### config.mk
export PLATFORM = sky130hd
export DESIGN_NAME = cx_exec
export DESIGN_NICKNAME = d
export VERILOG_FILES = /design/src/pkg/cx_pkg.sv /design/src/design/cx_exec.sv /design/src/design/cx_mul8.sv
export SDC_FILE = /design/constraint.sdc
export NUM_CORES = 1
export LEC_CHECK = 0
export BUFFER_PORTS_ARGS = -buffer_cell sky130_fd_sc_hd__buf_2
export CAP_MARGIN = 20
export CORE_ASPECT_RATIO = 0.6
export CORE_MARGIN = 2
export CORE_UTILIZATION = 35
export CTS_BUF_LIST = sky130_fd_sc_hd__clkbuf_16
export DETAILED_ROUTE_END_ITERATION = 6
export PLACE_DENSITY = 0.62
export RECOVER_POWER = 25
export SLEW_MARGIN = 20
export SYNTH_ARGS = -nofsm -noshare
export SYNTH_HDL_FRONTEND = slang
export SYNTH_SLANG_ARGS = --single-unit
### constraint.sdc
create_clock -name CLK -period 3.9 [get_ports CLK]
set_input_delay 0.39 -clock CLK [delete_from_list [all_inputs] [get_ports CLK]]
set_output_delay 0.39 -clock CLK [all_outputs]
set_load 0.02 [all_outputs]
### src/pkg/cx_pkg.sv
// constants for the core instruction execute subset
package cx_pkg;
   localparam int ADDR_W = 21;
   localparam int FADDR_W = 12;
   // opcode patterns, matched on the top bits of the instruction word or, for pop, push and soft reset, on the whole word
   localparam logic [6:0] OPC_MUL_FILE = 7'h01; // insn[15:9]
   localparam logic [6:0] OPC_NEG_FILE = 7'h36; // insn[15:9]
   localparam logic [4:0] OPC_REL_CALL = 5'h1b; // insn[15:11]
   localparam logic [14:0] OPC_RET_IRQ = 15'h0008; // insn[15:1]
   localparam logic [15:0] OPC_STACK_POP = 16'h0006;
   localparam logic [15:0] OPC_STACK_PUSH = 16'h0005;
   localparam logic [15:0] OPC_SOFT_RESET = 16'h00ff;
   // status field positions
   localparam int ST_C = 0;
   localparam int ST_DC = 1;
   localparam int ST_Z = 2;
   localparam int ST_OV = 3;
   localparam int ST_N = 4;
   // access bank split: low half at bank 0, high half at the top bank
   localparam logic [3:0] ACCESS_HIGH_BANK = 4'hf;
   // values after reset
   localparam logic [7:0] WORKING_RST = 8'h00;
   localparam logic [4:0] STATUS_RST = 5'h00;
   localparam logic [3:0] BANK_RST = 4'h0;
   localparam logic [7:0] PRODUCT_RST = 8'h00;
   // the word address step of one instruction, in bytes
   localparam logic [20:0] INSN_STEP = 21'h000002;
   localparam int CALL_CYCLES = 2;
   localparam int RET_CYCLES = 2;
   typedef enum logic {CX_EXEC, CX_SECOND} cx_state_t;
endpackage

### src/design/cx_exec.sv
// execute unit for multiply, negate, stack, relative call, reset and irq return
// Summary of operation
// RQ1: multiply working reg by file, 16-bit product into product high and low
// RQ2: multiply keeps operands and all status flags unchanged
// RQ3: bank bit 0 uses access bank, 1 uses bank select register
// RQ4: negate writes two's complement back to file, updates N OV C DC Z
// RQ5: stack pop drops top of stack in one cycle, no flags
// RQ6: stack push places instruction address plus 2 on stack, no flags
// RQ7: relative call target is address plus 2 plus twice signed offset
// RQ8: relative call pushes return address, loads target, second cycle idle
// RQ9: soft reset restores every master clear register and flag
// RQ10: irq return pops stack into program counter, two cycles
// RQ11: irq return sets high or low priority global enable
// RQ12: fast bit restores working, status and bank from shadow copies
// RQ13: irq return leaves program counter latches untouched
module cx_exec
   import cx_pkg::*;
(
   input wire logic CLK,
   input wire logic RESETN,
   input wire logic INSN_VALID,
   input wire logic [15:0] INSN,
   input wire logic [cx_pkg::ADDR_W-1:0] INSN_PC,
   output logic READY,
   output logic [cx_pkg::FADDR_W-1:0] FILE_ADDR,
   input wire logic [7:0] FILE_RDATA,
   output logic FILE_WE,
   output logic [cx_pkg::FADDR_W-1:0] FILE_WADDR,
   output logic [7:0] FILE_WDATA,
   input wire logic [cx_pkg::ADDR_W-1:0] TOP_OF_STACK,
   output logic STACK_PUSH,
   output logic [cx_pkg::ADDR_W-1:0] STACK_PUSH_DATA,
   output logic STACK_POP,
   output logic PC_LOAD,
   output logic [cx_pkg::ADDR_W-1:0] PC_TARGET,
   input wire logic PRIO_ENABLE,
   input wire logic IRQ_ENTER_HIGH,
   input wire logic IRQ_ENTER_LOW,
   input wire logic [7:0] SHADOW_WORKING,
   input wire logic [4:0] SHADOW_STATUS,
   input wire logic [3:0] SHADOW_BANK_SELECT,
   output logic [7:0] WORKING_REG,
   output logic [4:0] STATUS_REG,
   output logic [3:0] BANK_SELECT_REG,
   output logic [7:0] PRODUCT_HIGH,
   output logic [7:0] PRODUCT_LOW,
   output logic HIGH_PRIO_GLOBAL_ENABLE,
   output logic LOW_PRIO_GLOBAL_ENABLE,
   output logic SOFT_RESET
);
   import cx_pkg::*;

   cx_state_t state;
   logic [15:0] product;
   logic take;
   logic is_mul, is_neg, is_pop, is_push, is_call, is_ret, is_rst;
   logic bank_bit;
   logic [7:0] neg_res;
   logic [4:0] neg_flags;
   logic [ADDR_W-1:0] ret_addr;
   logic [ADDR_W-1:0] call_offset;
   logic [ADDR_W-1:0] call_target;
   logic [ADDR_W-1:0] held_target;
   logic held_target_valid;
   logic set_high, set_low;

   // instruction decode
   assign READY = (state == CX_EXEC);
   assign take = INSN_VALID && READY;
   assign is_mul = take && (INSN[15:9] == OPC_MUL_FILE);
   assign is_neg = take && (INSN[15:9] == OPC_NEG_FILE);
   assign is_call = take && (INSN[15:11] == OPC_REL_CALL);
   assign is_ret = take && (INSN[15:1] == OPC_RET_IRQ);
   assign is_pop = take && (INSN == OPC_STACK_POP);
   assign is_push = take && (INSN == OPC_STACK_PUSH);
   assign is_rst = take && (INSN == OPC_SOFT_RESET);

   // file operand address with access bank override
   assign bank_bit = INSN[8];
   assign FILE_ADDR = bank_bit ? {BANK_SELECT_REG, INSN[7:0]} : // RQ3
      (INSN[7] ? {ACCESS_HIGH_BANK, INSN[7:0]} : {4'h0, INSN[7:0]}); // RQ3

   // unsigned product of working register and file operand
   cx_mul8 u_mul (
      .A(WORKING_REG),
      .B(FILE_RDATA),
      .P(product)
   );

   // negation and its flags: carry and digit carry come from ~f + 1
   assign neg_res = 8'(~FILE_RDATA + 8'h01); // RQ4
   assign neg_flags[ST_C] = (FILE_RDATA == 8'h00);
   assign neg_flags[ST_DC] = (FILE_RDATA[3:0] == 4'h0);
   assign neg_flags[ST_Z] = (neg_res == 8'h00);
   assign neg_flags[ST_OV] = (FILE_RDATA == 8'h80);
   assign neg_flags[ST_N] = neg_res[7];

   // return address and relative call target
   assign ret_addr = ADDR_W'(INSN_PC + INSN_STEP); // RQ6
   assign call_offset = {{(ADDR_W - 12){INSN[10]}}, INSN[10:0], 1'b0};
   assign call_target = ADDR_W'(ret_addr + call_offset); // RQ7

   // which global enable an irq return sets
   assign set_high = is_ret && (!PRIO_ENABLE || !HIGH_PRIO_GLOBAL_ENABLE); // RQ11
   assign set_low = is_ret && PRIO_ENABLE && HIGH_PRIO_GLOBAL_ENABLE; // RQ11

   // sequencer for the two-cycle instructions
   always_ff @(posedge CLK or negedge RESETN) begin
      if (!RESETN) begin
         state <= CX_EXEC;
      end else begin
         case (state)
            CX_EXEC: begin
               if (is_call || is_ret) begin // RQ8
                  state <= CX_SECOND;
               end
            end
            CX_SECOND: state <= CX_EXEC; // RQ10
            default: state <= CX_EXEC;
         endcase
      end
   end

   // call target held for the second cycle
   always_ff @(posedge CLK or negedge RESETN) begin
      if (!RESETN) begin
         held_target <= '0;
      end else if (is_call) begin
         held_target <= call_target;
      end
   end

   // stack strobes and program counter load
   always_ff @(posedge CLK or negedge RESETN) begin
      if (!RESETN) begin
         STACK_PUSH <= 1'b0;
         STACK_PUSH_DATA <= '0;
         STACK_POP <= 1'b0;
         PC_LOAD <= 1'b0;
         PC_TARGET <= '0;
      end else begin
         STACK_PUSH <= is_push || is_call; // RQ6 RQ8
         STACK_POP <= is_pop || is_ret; // RQ5 RQ10
         PC_LOAD <= is_ret || (state == CX_SECOND && held_target_valid);
         if (is_push || is_call) begin
            STACK_PUSH_DATA <= ret_addr; // RQ6
         end
         if (is_ret) begin
            PC_TARGET <= TOP_OF_STACK; // RQ10 RQ13
         end else if (state == CX_SECOND && held_target_valid) begin
            PC_TARGET <= held_target; // RQ8
         end
      end
   end

   // marks that the second cycle belongs to a call, not a return
   always_ff @(posedge CLK or negedge RESETN) begin
      if (!RESETN) begin
         held_target_valid <= 1'b0;
      end else begin
         held_target_valid <= is_call;
      end
   end

   // file write-back of the negated operand
   always_ff @(posedge CLK or negedge RESETN) begin
      if (!RESETN) begin
         FILE_WE <= 1'b0;
         FILE_WADDR <= '0;
         FILE_WDATA <= 8'h00;
      end else begin
         FILE_WE <= is_neg; // RQ4
         if (is_neg) begin
            FILE_WADDR <= FILE_ADDR; // RQ4
            FILE_WDATA <= neg_res;
         end
      end
   end

   // core registers: working, status, bank select and product pair
   always_ff @(posedge CLK or negedge RESETN) begin
      if (!RESETN) begin
         WORKING_REG <= WORKING_RST;
         STATUS_REG <= STATUS_RST;
         BANK_SELECT_REG <= BANK_RST;
         PRODUCT_HIGH <= PRODUCT_RST;
         PRODUCT_LOW <= PRODUCT_RST;
      end else if (is_rst) begin
         WORKING_REG <= WORKING_RST; // RQ9
         STATUS_REG <= STATUS_RST;
         BANK_SELECT_REG <= BANK_RST;
         PRODUCT_HIGH <= PRODUCT_RST;
         PRODUCT_LOW <= PRODUCT_RST;
      end else begin
         if (is_mul) begin
            PRODUCT_HIGH <= product[15:8]; // RQ1
            PRODUCT_LOW <= product[7:0]; // RQ1
         end
         if (is_neg) begin
            STATUS_REG <= neg_flags; // RQ4
         end
         if (is_ret && INSN[0]) begin
            WORKING_REG <= SHADOW_WORKING; // RQ12
            STATUS_REG <= SHADOW_STATUS; // RQ12
            BANK_SELECT_REG <= SHADOW_BANK_SELECT; // RQ12
         end
      end
   end

   // global enables: irq entry clears, irq return sets and wins
   always_ff @(posedge CLK or negedge RESETN) begin
      if (!RESETN) begin
         HIGH_PRIO_GLOBAL_ENABLE <= 1'b0;
         LOW_PRIO_GLOBAL_ENABLE <= 1'b0;
      end else if (is_rst) begin
         HIGH_PRIO_GLOBAL_ENABLE <= 1'b0; // RQ9
         LOW_PRIO_GLOBAL_ENABLE <= 1'b0;
      end else begin
         if (set_high) begin
            HIGH_PRIO_GLOBAL_ENABLE <= 1'b1; // RQ11
         end else if (IRQ_ENTER_HIGH) begin
            HIGH_PRIO_GLOBAL_ENABLE <= 1'b0;
         end
         if (set_low) begin
            LOW_PRIO_GLOBAL_ENABLE <= 1'b1; // RQ11
         end else if (IRQ_ENTER_LOW) begin
            LOW_PRIO_GLOBAL_ENABLE <= 1'b0;
         end
      end
   end

   // soft reset strobe for neighbouring blocks
   always_ff @(posedge CLK or negedge RESETN) begin
      if (!RESETN) begin
         SOFT_RESET <= 1'b0;
      end else begin
         SOFT_RESET <= is_rst; // RQ9
      end
   end

   // checks of the execution behaviour
   a_mul_product: assert property (@(posedge CLK) disable iff (!RESETN) // RQ1
      is_mul |=> {PRODUCT_HIGH, PRODUCT_LOW} == $past(WORKING_REG) * $past(FILE_RDATA))
      else $error("product pair wrong after multiply");
   a_mul_no_flags: assert property (@(posedge CLK) disable iff (!RESETN) // RQ2
      is_mul |=> $stable(STATUS_REG) && $stable(WORKING_REG) && !FILE_WE)
      else $error("multiply changed flags or operands");
   a_access_bank: assert property (@(posedge CLK) disable iff (!RESETN) // RQ3
      take && !INSN[8] |-> FILE_ADDR[11:8] == (INSN[7] ? ACCESS_HIGH_BANK : 4'h0))
      else $error("access bank not selected");
   a_bank_select: assert property (@(posedge CLK) disable iff (!RESETN) // RQ3
      take && INSN[8] |-> FILE_ADDR[11:8] == BANK_SELECT_REG)
      else $error("bank select not used");
   a_neg_write: assert property (@(posedge CLK) disable iff (!RESETN) // RQ4
      is_neg |=> FILE_WE && FILE_WDATA == 8'(8'h00 - $past(FILE_RDATA))
      && STATUS_REG[ST_Z] == (FILE_WDATA == 8'h00))
      else $error("negate result or zero flag wrong");
   a_pop_one: assert property (@(posedge CLK) disable iff (!RESETN) // RQ5
      is_pop ##1 (!is_pop && !is_ret) |-> (STACK_POP && !STACK_PUSH) ##1 !STACK_POP)
      else $error("pop strobe wrong");
   a_push_addr: assert property (@(posedge CLK) disable iff (!RESETN) // RQ6
      is_push |=> STACK_PUSH && STACK_PUSH_DATA == $past(INSN_PC) + INSN_STEP)
      else $error("push address wrong");
   a_call_seq: assert property (@(posedge CLK) disable iff (!RESETN) // RQ7 RQ8
      is_call |=> STACK_PUSH && !PC_LOAD && !READY ##1 PC_LOAD && READY
      && PC_TARGET == $past(call_target, 2))
      else $error("relative call sequence wrong");
   a_soft_reset: assert property (@(posedge CLK) disable iff (!RESETN) // RQ9
      is_rst |=> SOFT_RESET && WORKING_REG == WORKING_RST && STATUS_REG == STATUS_RST
      && !HIGH_PRIO_GLOBAL_ENABLE)
      else $error("soft reset incomplete");
   a_ret_seq: assert property (@(posedge CLK) disable iff (!RESETN) // RQ10 RQ13
      is_ret |=> STACK_POP && PC_LOAD && PC_TARGET == $past(TOP_OF_STACK) && !READY)
      else $error("irq return sequence wrong");
   a_ready_return: assert property (@(posedge CLK) disable iff (!RESETN) // RQ8 RQ10
      !READY |=> READY)
      else $error("second cycle not followed by ready");
   a_ret_enable: assert property (@(posedge CLK) disable iff (!RESETN) // RQ11
      is_ret |=> HIGH_PRIO_GLOBAL_ENABLE || LOW_PRIO_GLOBAL_ENABLE)
      else $error("irq return left interrupts off");
   a_entry_clear_high: assert property (@(posedge CLK) disable iff (!RESETN) // RQ11
      IRQ_ENTER_HIGH && !set_high && !is_rst |=> !HIGH_PRIO_GLOBAL_ENABLE)
      else $error("irq entry left high enable set");
   a_entry_clear_low: assert property (@(posedge CLK) disable iff (!RESETN) // RQ11
      IRQ_ENTER_LOW && !set_low && !is_rst |=> !LOW_PRIO_GLOBAL_ENABLE)
      else $error("irq entry left low enable set");
   a_ret_fast: assert property (@(posedge CLK) disable iff (!RESETN) // RQ12
      is_ret && INSN[0] |=> WORKING_REG == $past(SHADOW_WORKING)
      && BANK_SELECT_REG == $past(SHADOW_BANK_SELECT))
      else $error("shadow restore missing");
   a_ret_plain: assert property (@(posedge CLK) disable iff (!RESETN) // RQ12
      is_ret && !INSN[0] |=> $stable(WORKING_REG) && $stable(BANK_SELECT_REG))
      else $error("plain return touched registers");

   // scenarios worth seeing
   c_mul: cover property (@(posedge CLK) disable iff (!RESETN) is_mul);
   c_ret_vs_entry: cover property (@(posedge CLK) disable iff (!RESETN)
      is_ret && (IRQ_ENTER_HIGH || IRQ_ENTER_LOW));
   c_neg_zero: cover property (@(posedge CLK) disable iff (!RESETN)
      is_neg && FILE_RDATA == 8'h00);
   c_call: cover property (@(posedge CLK) disable iff (!RESETN) is_call ##2 is_ret);
   c_ret_fast: cover property (@(posedge CLK) disable iff (!RESETN) is_ret && INSN[0]);
endmodule

### src/design/cx_mul8.sv
// unsigned 8 by 8 multiplier, single cycle combinational
module cx_mul8 (
   input wire logic [7:0] A,
   input wire logic [7:0] B,
   output logic [15:0] P
);
   // full 16-bit product, never overflows
   assign P = 16'(A) * 16'(B);
endmodule

==> summary.md, run 1 <==
| Metric | Value |
|---|---|
| Static Leak | `0.00594 µW` |
| Syn Std Cell Area | `0.00850 mm²` |
| Root Buffer Master | `clkbuf_16` |
| Crit path launch type | `register` |
| FP Rows | `44` |
| I/O Pins | `204` |
| Antenna Violating Nets Remaining | `0` |
| Status | `complete, but fails checks` |
| Max-cap violation count | `1` |
| Syn. warnings | `0` |
| First-pass GRT wire length | `42.4 mm` |
| Nets@finish | `1334` |
| Seq cells post-synth | `125` |
| Worst endpoint required time | `4190 ps` |
| Number of synthesized flops with an enable pin | `0` |
| Top cell type's share of synthesized area | `36.8%` |
| Register area share after synthesis | `36.8%` |
| Final Setup Violations | `9` |
| Die Ht | `125 µm` |
| RSZ-0062 raised after global routing | `yes` |
| Tmin final | `4190 ps` |
| Final Skew | `14.2 ps` |
| Slew @ Worst Pin | `2690 ps` |
| Met1 usage | `36.8%` |
| Async set-reset flop share out of synthesis | `100%` |
| Die boundary width | `205 µm` |
| Routed len/inst | `18.4 µm` |
| Dpl cells | `1445` |
| Area leader, netlist | `dfrtp_1` |
| Post-Syn Nets | `1089` |
| Synth Flop Type | `dfrtp_1` |
| N_diodes | `0` |
| PwrDens | `348 mW/mm²` |
| Critical path endpoint category | `register` |
| Worst-Skew Late Latency | `420 ps` |
| Endpoints failing hold | `0` |
| Worst Hold Class | `primary input to register` |
| Crit Path Category | `register to register` |
| F_max | `238 MHz` |
| M3 GR Usage | `7.22%` |
| Pre-CTS setup slack | `-478 ps` |
| H-tree depth | `4` |
| CTS sink cnt | `125` |
| Syn avg cell area | `9.40 µm²` |
| Max IR drop VDD | `0.270 mV` |
| Clock tree buffer depth | `2` |
| DR vias | `7374` |
| Clock slew at reported path FFs | `70 ps` |
| Full die area | `0.0256 mm²` |
| Vias in the first global route | `7160` |
| Final WL | `27.3 mm` |
| Hpwl dp | `21.3 mm` |
| Gpl congestion | `0.882` |
| Met2 Use GR | `26.7%` |
| PortBufs | `203` |
| Leading post-synthesis cells by cell area | `dfrtp_1, fa_1, ha_1, nand2_1, and2_1` |
| Non-filler cells in the finished layout | `1485` |
| Busiest layer in global routing | `met1` |
| Largest net degree at the start of global routing | `104` |
| CP max FO | `5` |
| Via/cell ratio | `4.97` |
| Congestion Overflow GR | `0` |
| Slew Limit Fails | `104` |
| Cts bufs inserted | `17` |
| Antenna violations before repair | `0` |
| Setup TNS | `-1500 ps` |
| Synth cell types | `61` |
| Mapped Cells | `905` |
| PnR Total Power | `3850 µW` |
| Post-route setup slack | `-293 ps` |
| All-Layer GR Usage | `22.0%` |
| Initial Util | `35.4%` |
| Crit path arrival time | `4490 ps` |
| Util after Layout | `46.1%` |
| Area delta synth->final | `30.1%` |
| DRT Pass-1 Iters | `5` |
| Slew HR | `-79.3%` |
| Failing checks | `max-capacitance violations, max-slew violations, negative setup slack` |
| Fraction of layout cells with a size suffix above 1 | `34.3%` |
| DRC errors left | `0` |
| Core Area | `0.0240 mm²` |
| Hold buffers post-CTS | `0` |
| Initial drt markers | `547` |
| Final period util | `108%` |
| TritonCTS clock tree | `yes` |
-- per-stage QoR --
stage | hold WS, ps | cell area, µm²
6_report | 152 | 11100
5_1_grt | 142 | 11100
4_1_cts | 128 | 11000
3_5_place_dp | 453 | 10200
3_3_place_gp | 447 | 10200
2_1_floorplan | 94.4 | 8630
-- Yosys cell counts, types with 3 or more instances --
| master | instances |
|---|---|
| nor2_1 | 31 |
| nand2b_1 | 9 |
| a31oi_1 | 4 |
| a211oi_1 | 8 |
| and2_1 | 51 |
| a22oi_1 | 23 |
| o21ai_1 | 3 |
| nor3b_1 | 3 |
| nor2_4 | 3 |
| o21a_1 | 3 |
| buf_2 | 7 |
| inv_1 | 61 |
| ha_1 | 58 |
| fa_1 | 37 |
| nand3_1 | 38 |
| nand2_1 | 169 |
| dfrtp_1 | 125 |
| nor3_1 | 12 |
| mux2_4 | 8 |
| mux2_2 | 27 |
| or3_1 | 5 |
| and4_1 | 3 |
| a21o_1 | 9 |
| xor2_1 | 27 |
| nor4_1 | 4 |
| nor2b_1 | 5 |
| buf_4 | 9 |
| a21oi_1 | 20 |
| clkbuf_1 | 24 |
| nand4_1 | 9 |
| xnor2_1 | 21 |
| o21ai_0 | 53 |
-- worst paths after layout --
kind / cells after the start / startpoint / end / slack, ps
worst max-delay path: 15 / WORKING_REG[4]$_DFFE_PN0P_ / PRODUCT_HIGH[4]$_DFFE_PN0P_ / -290
worst min-delay path: 3 / SHADOW_WORKING[2] / WORKING_REG[2]$_DFFE_PN0P_ / 150
worst max register to register: 15 / WORKING_REG[4]$_DFFE_PN0P_ / PRODUCT_HIGH[4]$_DFFE_PN0P_ / -290
worst min register to register: 2 / FILE_WDATA[7]$_DFFE_PN0P_ / FILE_WDATA[7]$_DFFE_PN0P_ / 470
max in group asynchronous: 1 / RESETN / WORKING_REG[7]$_DFFE_PN0P_ / 1310
min in group asynchronous: 1 / RESETN / PC_TARGET[20]$_DFFE_PN0P_ / 810
-- sequential cells by signal, indices dropped and copies added, names as in the netlist, 4 cells and up --
signal / cells
STATUS_REG: 5
WORKING_REG: 8
FILE_WDATA: 8
STACK_PUSH_DATA: 21
FILE_WADDR: 12
PRODUCT_LOW: 8
held_target: 21
BANK_SELECT_REG: 4
PC_TARGET: 21
PRODUCT_HIGH: 8
-- cells in the final DEF, fill, tap and decap left out, types with 4 or more instances in the layout --
cell type,count
nand2b_1,9
nand2_1,164
a21oi_1,18
and2_1,41
a22oi_1,23
nor2b_1,5
or3_1,4
clkbuf_16,17
mux2_2,27
mux2_4,8
fa_1,32
xor2_1,25
inv_8,5
buf_4,64
buf_2,202
fa_2,5
and2_4,11
dfrtp_1,117
nor3_1,11
o21ai_2,4
a21o_1,9
nand3_1,38
nor2_1,29
dfrtp_2,8
xnor2_1,20
nor4_1,4
a211oi_1,8
ha_1,53
nand4_1,9
o21ai_1,8
o21ai_0,41
inv_1,59
a31oi_1,4
-- what timing repair did --
item / CTS / global route
resized for setup: 37 / 10
endpoints found under the setup margin: 10 / 10
cloned: 0 / 0
pin swaps: 26 / 9
buffers inserted: 7 / 2
-- area by class of cell --
type                            count  area [µm²]
Fill cell                        2344       12900
Multi-Input combinational cell    675        5160
Sequential cell                   125        3140
Timing Repair Buffer              268        1510
Clock buffer                       17         425
Tap cell                          322         403
Inverter                           63         236
Clock inverter                     15         201
-- kinds of logic after synthesis --
| family | count (synthesis) | share of synthesized area, % |
|---|---|---|
| simple gates | 355 | 20.2 |
| fa+ha+maj | 95 | 17.2 |
| xor+xnor | 48 | 4.94 |
| flops | 125 | 36.8 |
| compound gates | 140 | 10.4 |
| buf+inv | 105 | 5.22 |
| mux | 37 | 5.22 |
-- power by group --
| part | switching [µW] | internal (µW) | total [µW] |
|---|---|---|---|
| clock | 693 | 1030 | 1730 |
| combinational | 395 | 249 | 644 |
| sequential | 68.4 | 1410 | 1480 |
| total | 1160 | 2700 | 3850 |
-- critical path, cell delays in order, from the launching register on --
cell and delay (ps):
dfrtp_2 430, nand2_1 100, fa_1 490, fa_1 550, inv_2 40, fa_1 540, inv_1 50, fa_1 490
inv_2 50, ha_4 160, or3_4 400, buf_4 150, o211ai_1 210, a21boi_1 90, o311ai_1 260, nand2_1 70
-- routing by layer --
metal / vias to the layer above / share of wire [%]
met5: - / 0
met4: 0 / 0.53
met3: 9 / 9.8
met2: 275 / 36
met1: 3538 / 54
li1: 3552 / -
No activity file was read; power rests on OpenSTA's default activity.
==> inputs of run 2 (changes only) <==
PLACE_DENSITY = 0.58   (was 0.62)
==> run 2 against run 1 <==
The flow still finishes with violations (max-capacitance violations, max-slew violations, negative setup slack); utilization rose by 0.10 points; count of clock-buffer cells in the layout did not move; sequential power barely moved; global-route usage rose by 0.84 points; non-clock buffer count rose by 1; first-iteration DRC count fell by 10%; clock power fell by 13%; critical path depth fell by 1; clock skew fell by 7.2 ps; design area rose by 0.23%.
==> summary.md, run 2 (synthesized netlist as in run 1, its figures left out) <==
| Metric | Value |
|---|---|
| Status | `complete, but fails checks` |
| Failing checks | `max-capacitance violations, max-slew violations, negative setup slack` |
| Final WL | `28.3 mm` |
| Final Skew | `6.96 ps` |
| F_max | `234 MHz` |
| WP buf/inv | `3` |
| R2R Setup Slk | `-380 ps` |
| DRT Pass-1 Iters | `5` |
| Final period util | `110%` |
| Pre-CTS setup slack | `-469 ps` |
| Crit Path Category | `register to register` |
| PortBufs | `203` |
| Critical path endpoint category | `register` |
| Net load switching power | `1100 µW` |
| Via/cell ratio | `5.00` |
| Vias in the first global route | `7287` |
| Die Ht | `125 µm` |
| CP Cell Sequence | `and2_4 > fa_1 > fa_1 > fa_1 > inv_1 > fa_1 > inv_1 > ha_2 > or3_4 > buf_6 > o211ai_1 > a21boi_1 > o311ai_1 > nand2_1` |
| DRC errors left | `0` |
| Full die area | `0.0256 mm²` |
| Core Area | `0.0240 mm²` |
| Comb pwr share | `17.7%` |
| Antenna Violating Nets Remaining | `0` |
| Worst Hold Class | `primary input to register` |
| Root Buffer Master | `clkbuf_16` |
| Slew @ Worst Pin | `2780 ps` |
| Slew HR | `-85.0%` |
| CTS sink cnt | `125` |
| Placed cell area | `0.0102 mm²` |
| Cts bufs inserted | `17` |
| Clock slew at reported path FFs | `60 ps` |
| Delay-heaviest family, CP | `adder cells` |
| DR vias | `7440` |
| Cell Int Power | `2530 µW` |
| Setup TNS | `-1980 ps` |
| Congestion Overflow GR | `0` |
| Initial Util | `35.4%` |
| PwrDens | `327 mW/mm²` |
| Seq pwr share | `40.9%` |
| Hpwl dp | `22.0 mm` |
| Commonest non-fill, non-tap cell in the layout | `buf_2` |
| Clock power share | `41.4%` |
| Routed len/inst | `19.0 µm` |
| Initial drt markers | `491` |
| Fillers | `2386` |
| CP max FO | `7` |
| Final Setup Violations | `8` |
| Static Leak | `0.00590 µW` |
| Routed length on met3 | `2.30 mm` |
| Worst-Skew Late Latency | `430 ps` |
| Worst endpoint required time | `4200 ps` |
| Fraction of layout cells with a size suffix above 1 | `34.8%` |
| Area delta synth->final | `30.4%` |
| Design area | `0.0111 mm²` |
| Max-cap violation count | `1` |
| Final hold slack | `158 ps` |
| TritonCTS clock tree | `yes` |
| Antenna violations before repair | `0` |
| Largest regs | `PC_TARGET: 21 flops, STACK_PUSH_DATA: 21 flops, held_target: 21 flops` |
| Nets@finish | `1335` |
| Met1 WL | `15.8 mm` |
| Tmin final | `4280 ps` |
| Endpoints failing hold | `0` |
| Crit path arrival time | `4580 ps` |
| First-pass GRT wire length | `43.7 mm` |
| FP Rows | `44` |
| Largest net degree at the start of global routing | `106` |
| Die boundary width | `205 µm` |
| Most frequent cells in the layout | `buf_2, nand2_1, dfrtp_1, buf_4, inv_1` |
| Slowest Stage Delay on Critical Path | `550 ps` |
| Met2 wire length | `10.1 mm` |
| RSZ-0062 raised after global routing | `yes` |
| H-tree depth | `4` |
| Post-route setup slack | `-380 ps` |
| Clock tree buffer depth | `2` |
| Top sig layer | `met4` |
| Gpl congestion | `0.889` |
| Slew Limit Fails | `106` |
| Crit path launch type | `register` |
| Sw Share | `30.2%` |
| Most used cell, CP | `fa_1` |
| Slowest-stage cell, CP | `fa_1` |
| All-Layer GR Usage | `22.9%` |
| I/O Pins | `204` |
| Max IR drop VDD | `0.307 mV` |
==> run 2: changes by cell type in the layout (fill, tap and decap cells not counted), moves of 3 or more <==
cell,delta
inv_2,+3
o21ai_2,-4
inv_8,-5
o21ai_1,+4
==> run 2: tightest hold or removal path: stages <==
cell	delay, ps
buf_2	80
nand2_1	40
nand2_1	50
==> run 2: layout make-up <==
cell class,count,area [µm²],area share [%]
diodes,1,2.50,0.0226
clock buffers,17,425,3.83
clock inverters,15,125,1.13
inverters,63,236,2.13
multi-input cells,675,5230,47.1
flip-flops and latches,125,3140,28.3
well taps,322,403,3.63
repair buffers,269,1540,13.8
==> run 2: power by group through the flow <==
stage                     logic, µW  clock network, µW  registers (µW)
after detailed placement        640                  0            1500
after global placement          635                  0            1500
after floorplan                 299                  0            1560
after global routing            700               1620            1500
final                           643               1500            1480
after CTS                       643               1550            1480
==> run 2: final timing paths <==
| check | from | to | depth (start not counted) |
|---|---|---|---|
| setup / recovery | WORKING_REG[3]$_DFFE_PN0P_ | PRODUCT_HIGH[4]$_DFFE_PN0P_ | 14 |
| hold / removal | SHADOW_WORKING[6] | WORKING_REG[6]$_DFFE_PN0P_ | 3 |
| setup reg to reg | WORKING_REG[3]$_DFFE_PN0P_ | PRODUCT_HIGH[4]$_DFFE_PN0P_ | 14 |
| hold reg to reg | FILE_WDATA[7]$_DFFE_PN0P_ | FILE_WDATA[7]$_DFFE_PN0P_ | 2 |
| max in group asynchronous | RESETN | WORKING_REG[7]$_DFFE_PN0P_ | 1 |
| min in group asynchronous | RESETN | PC_TARGET[13]$_DFFE_PN0P_ | 1 |
==> run 2: stage by stage <==
step           instances  total power [µW]  util [%]
2_1_floorplan        905              1860         -
3_3_place_gp        1445              2140      42.6
3_5_place_dp        1445              2140      42.6
4_1_cts             1481              3680      45.5
5_1_grt             1486              3820      46.2
6_report            1487              3630      46.2
==> run 2: repair_timing <==
item / CTS / global route
pin swaps: 11 / 25
buffers inserted: 4 / 6
gates resized for setup: 28 / 36
hold buffers: 0 / 0
setup endpoints to repair: 10 / 10
==> run 2: routing by layer <==
layer,up-vias,GRT usage (%)
met5,-,0
met4,0,4.36
met3,9,7.09
met2,241,26.6
met1,3636,39.0
li1,3554,-
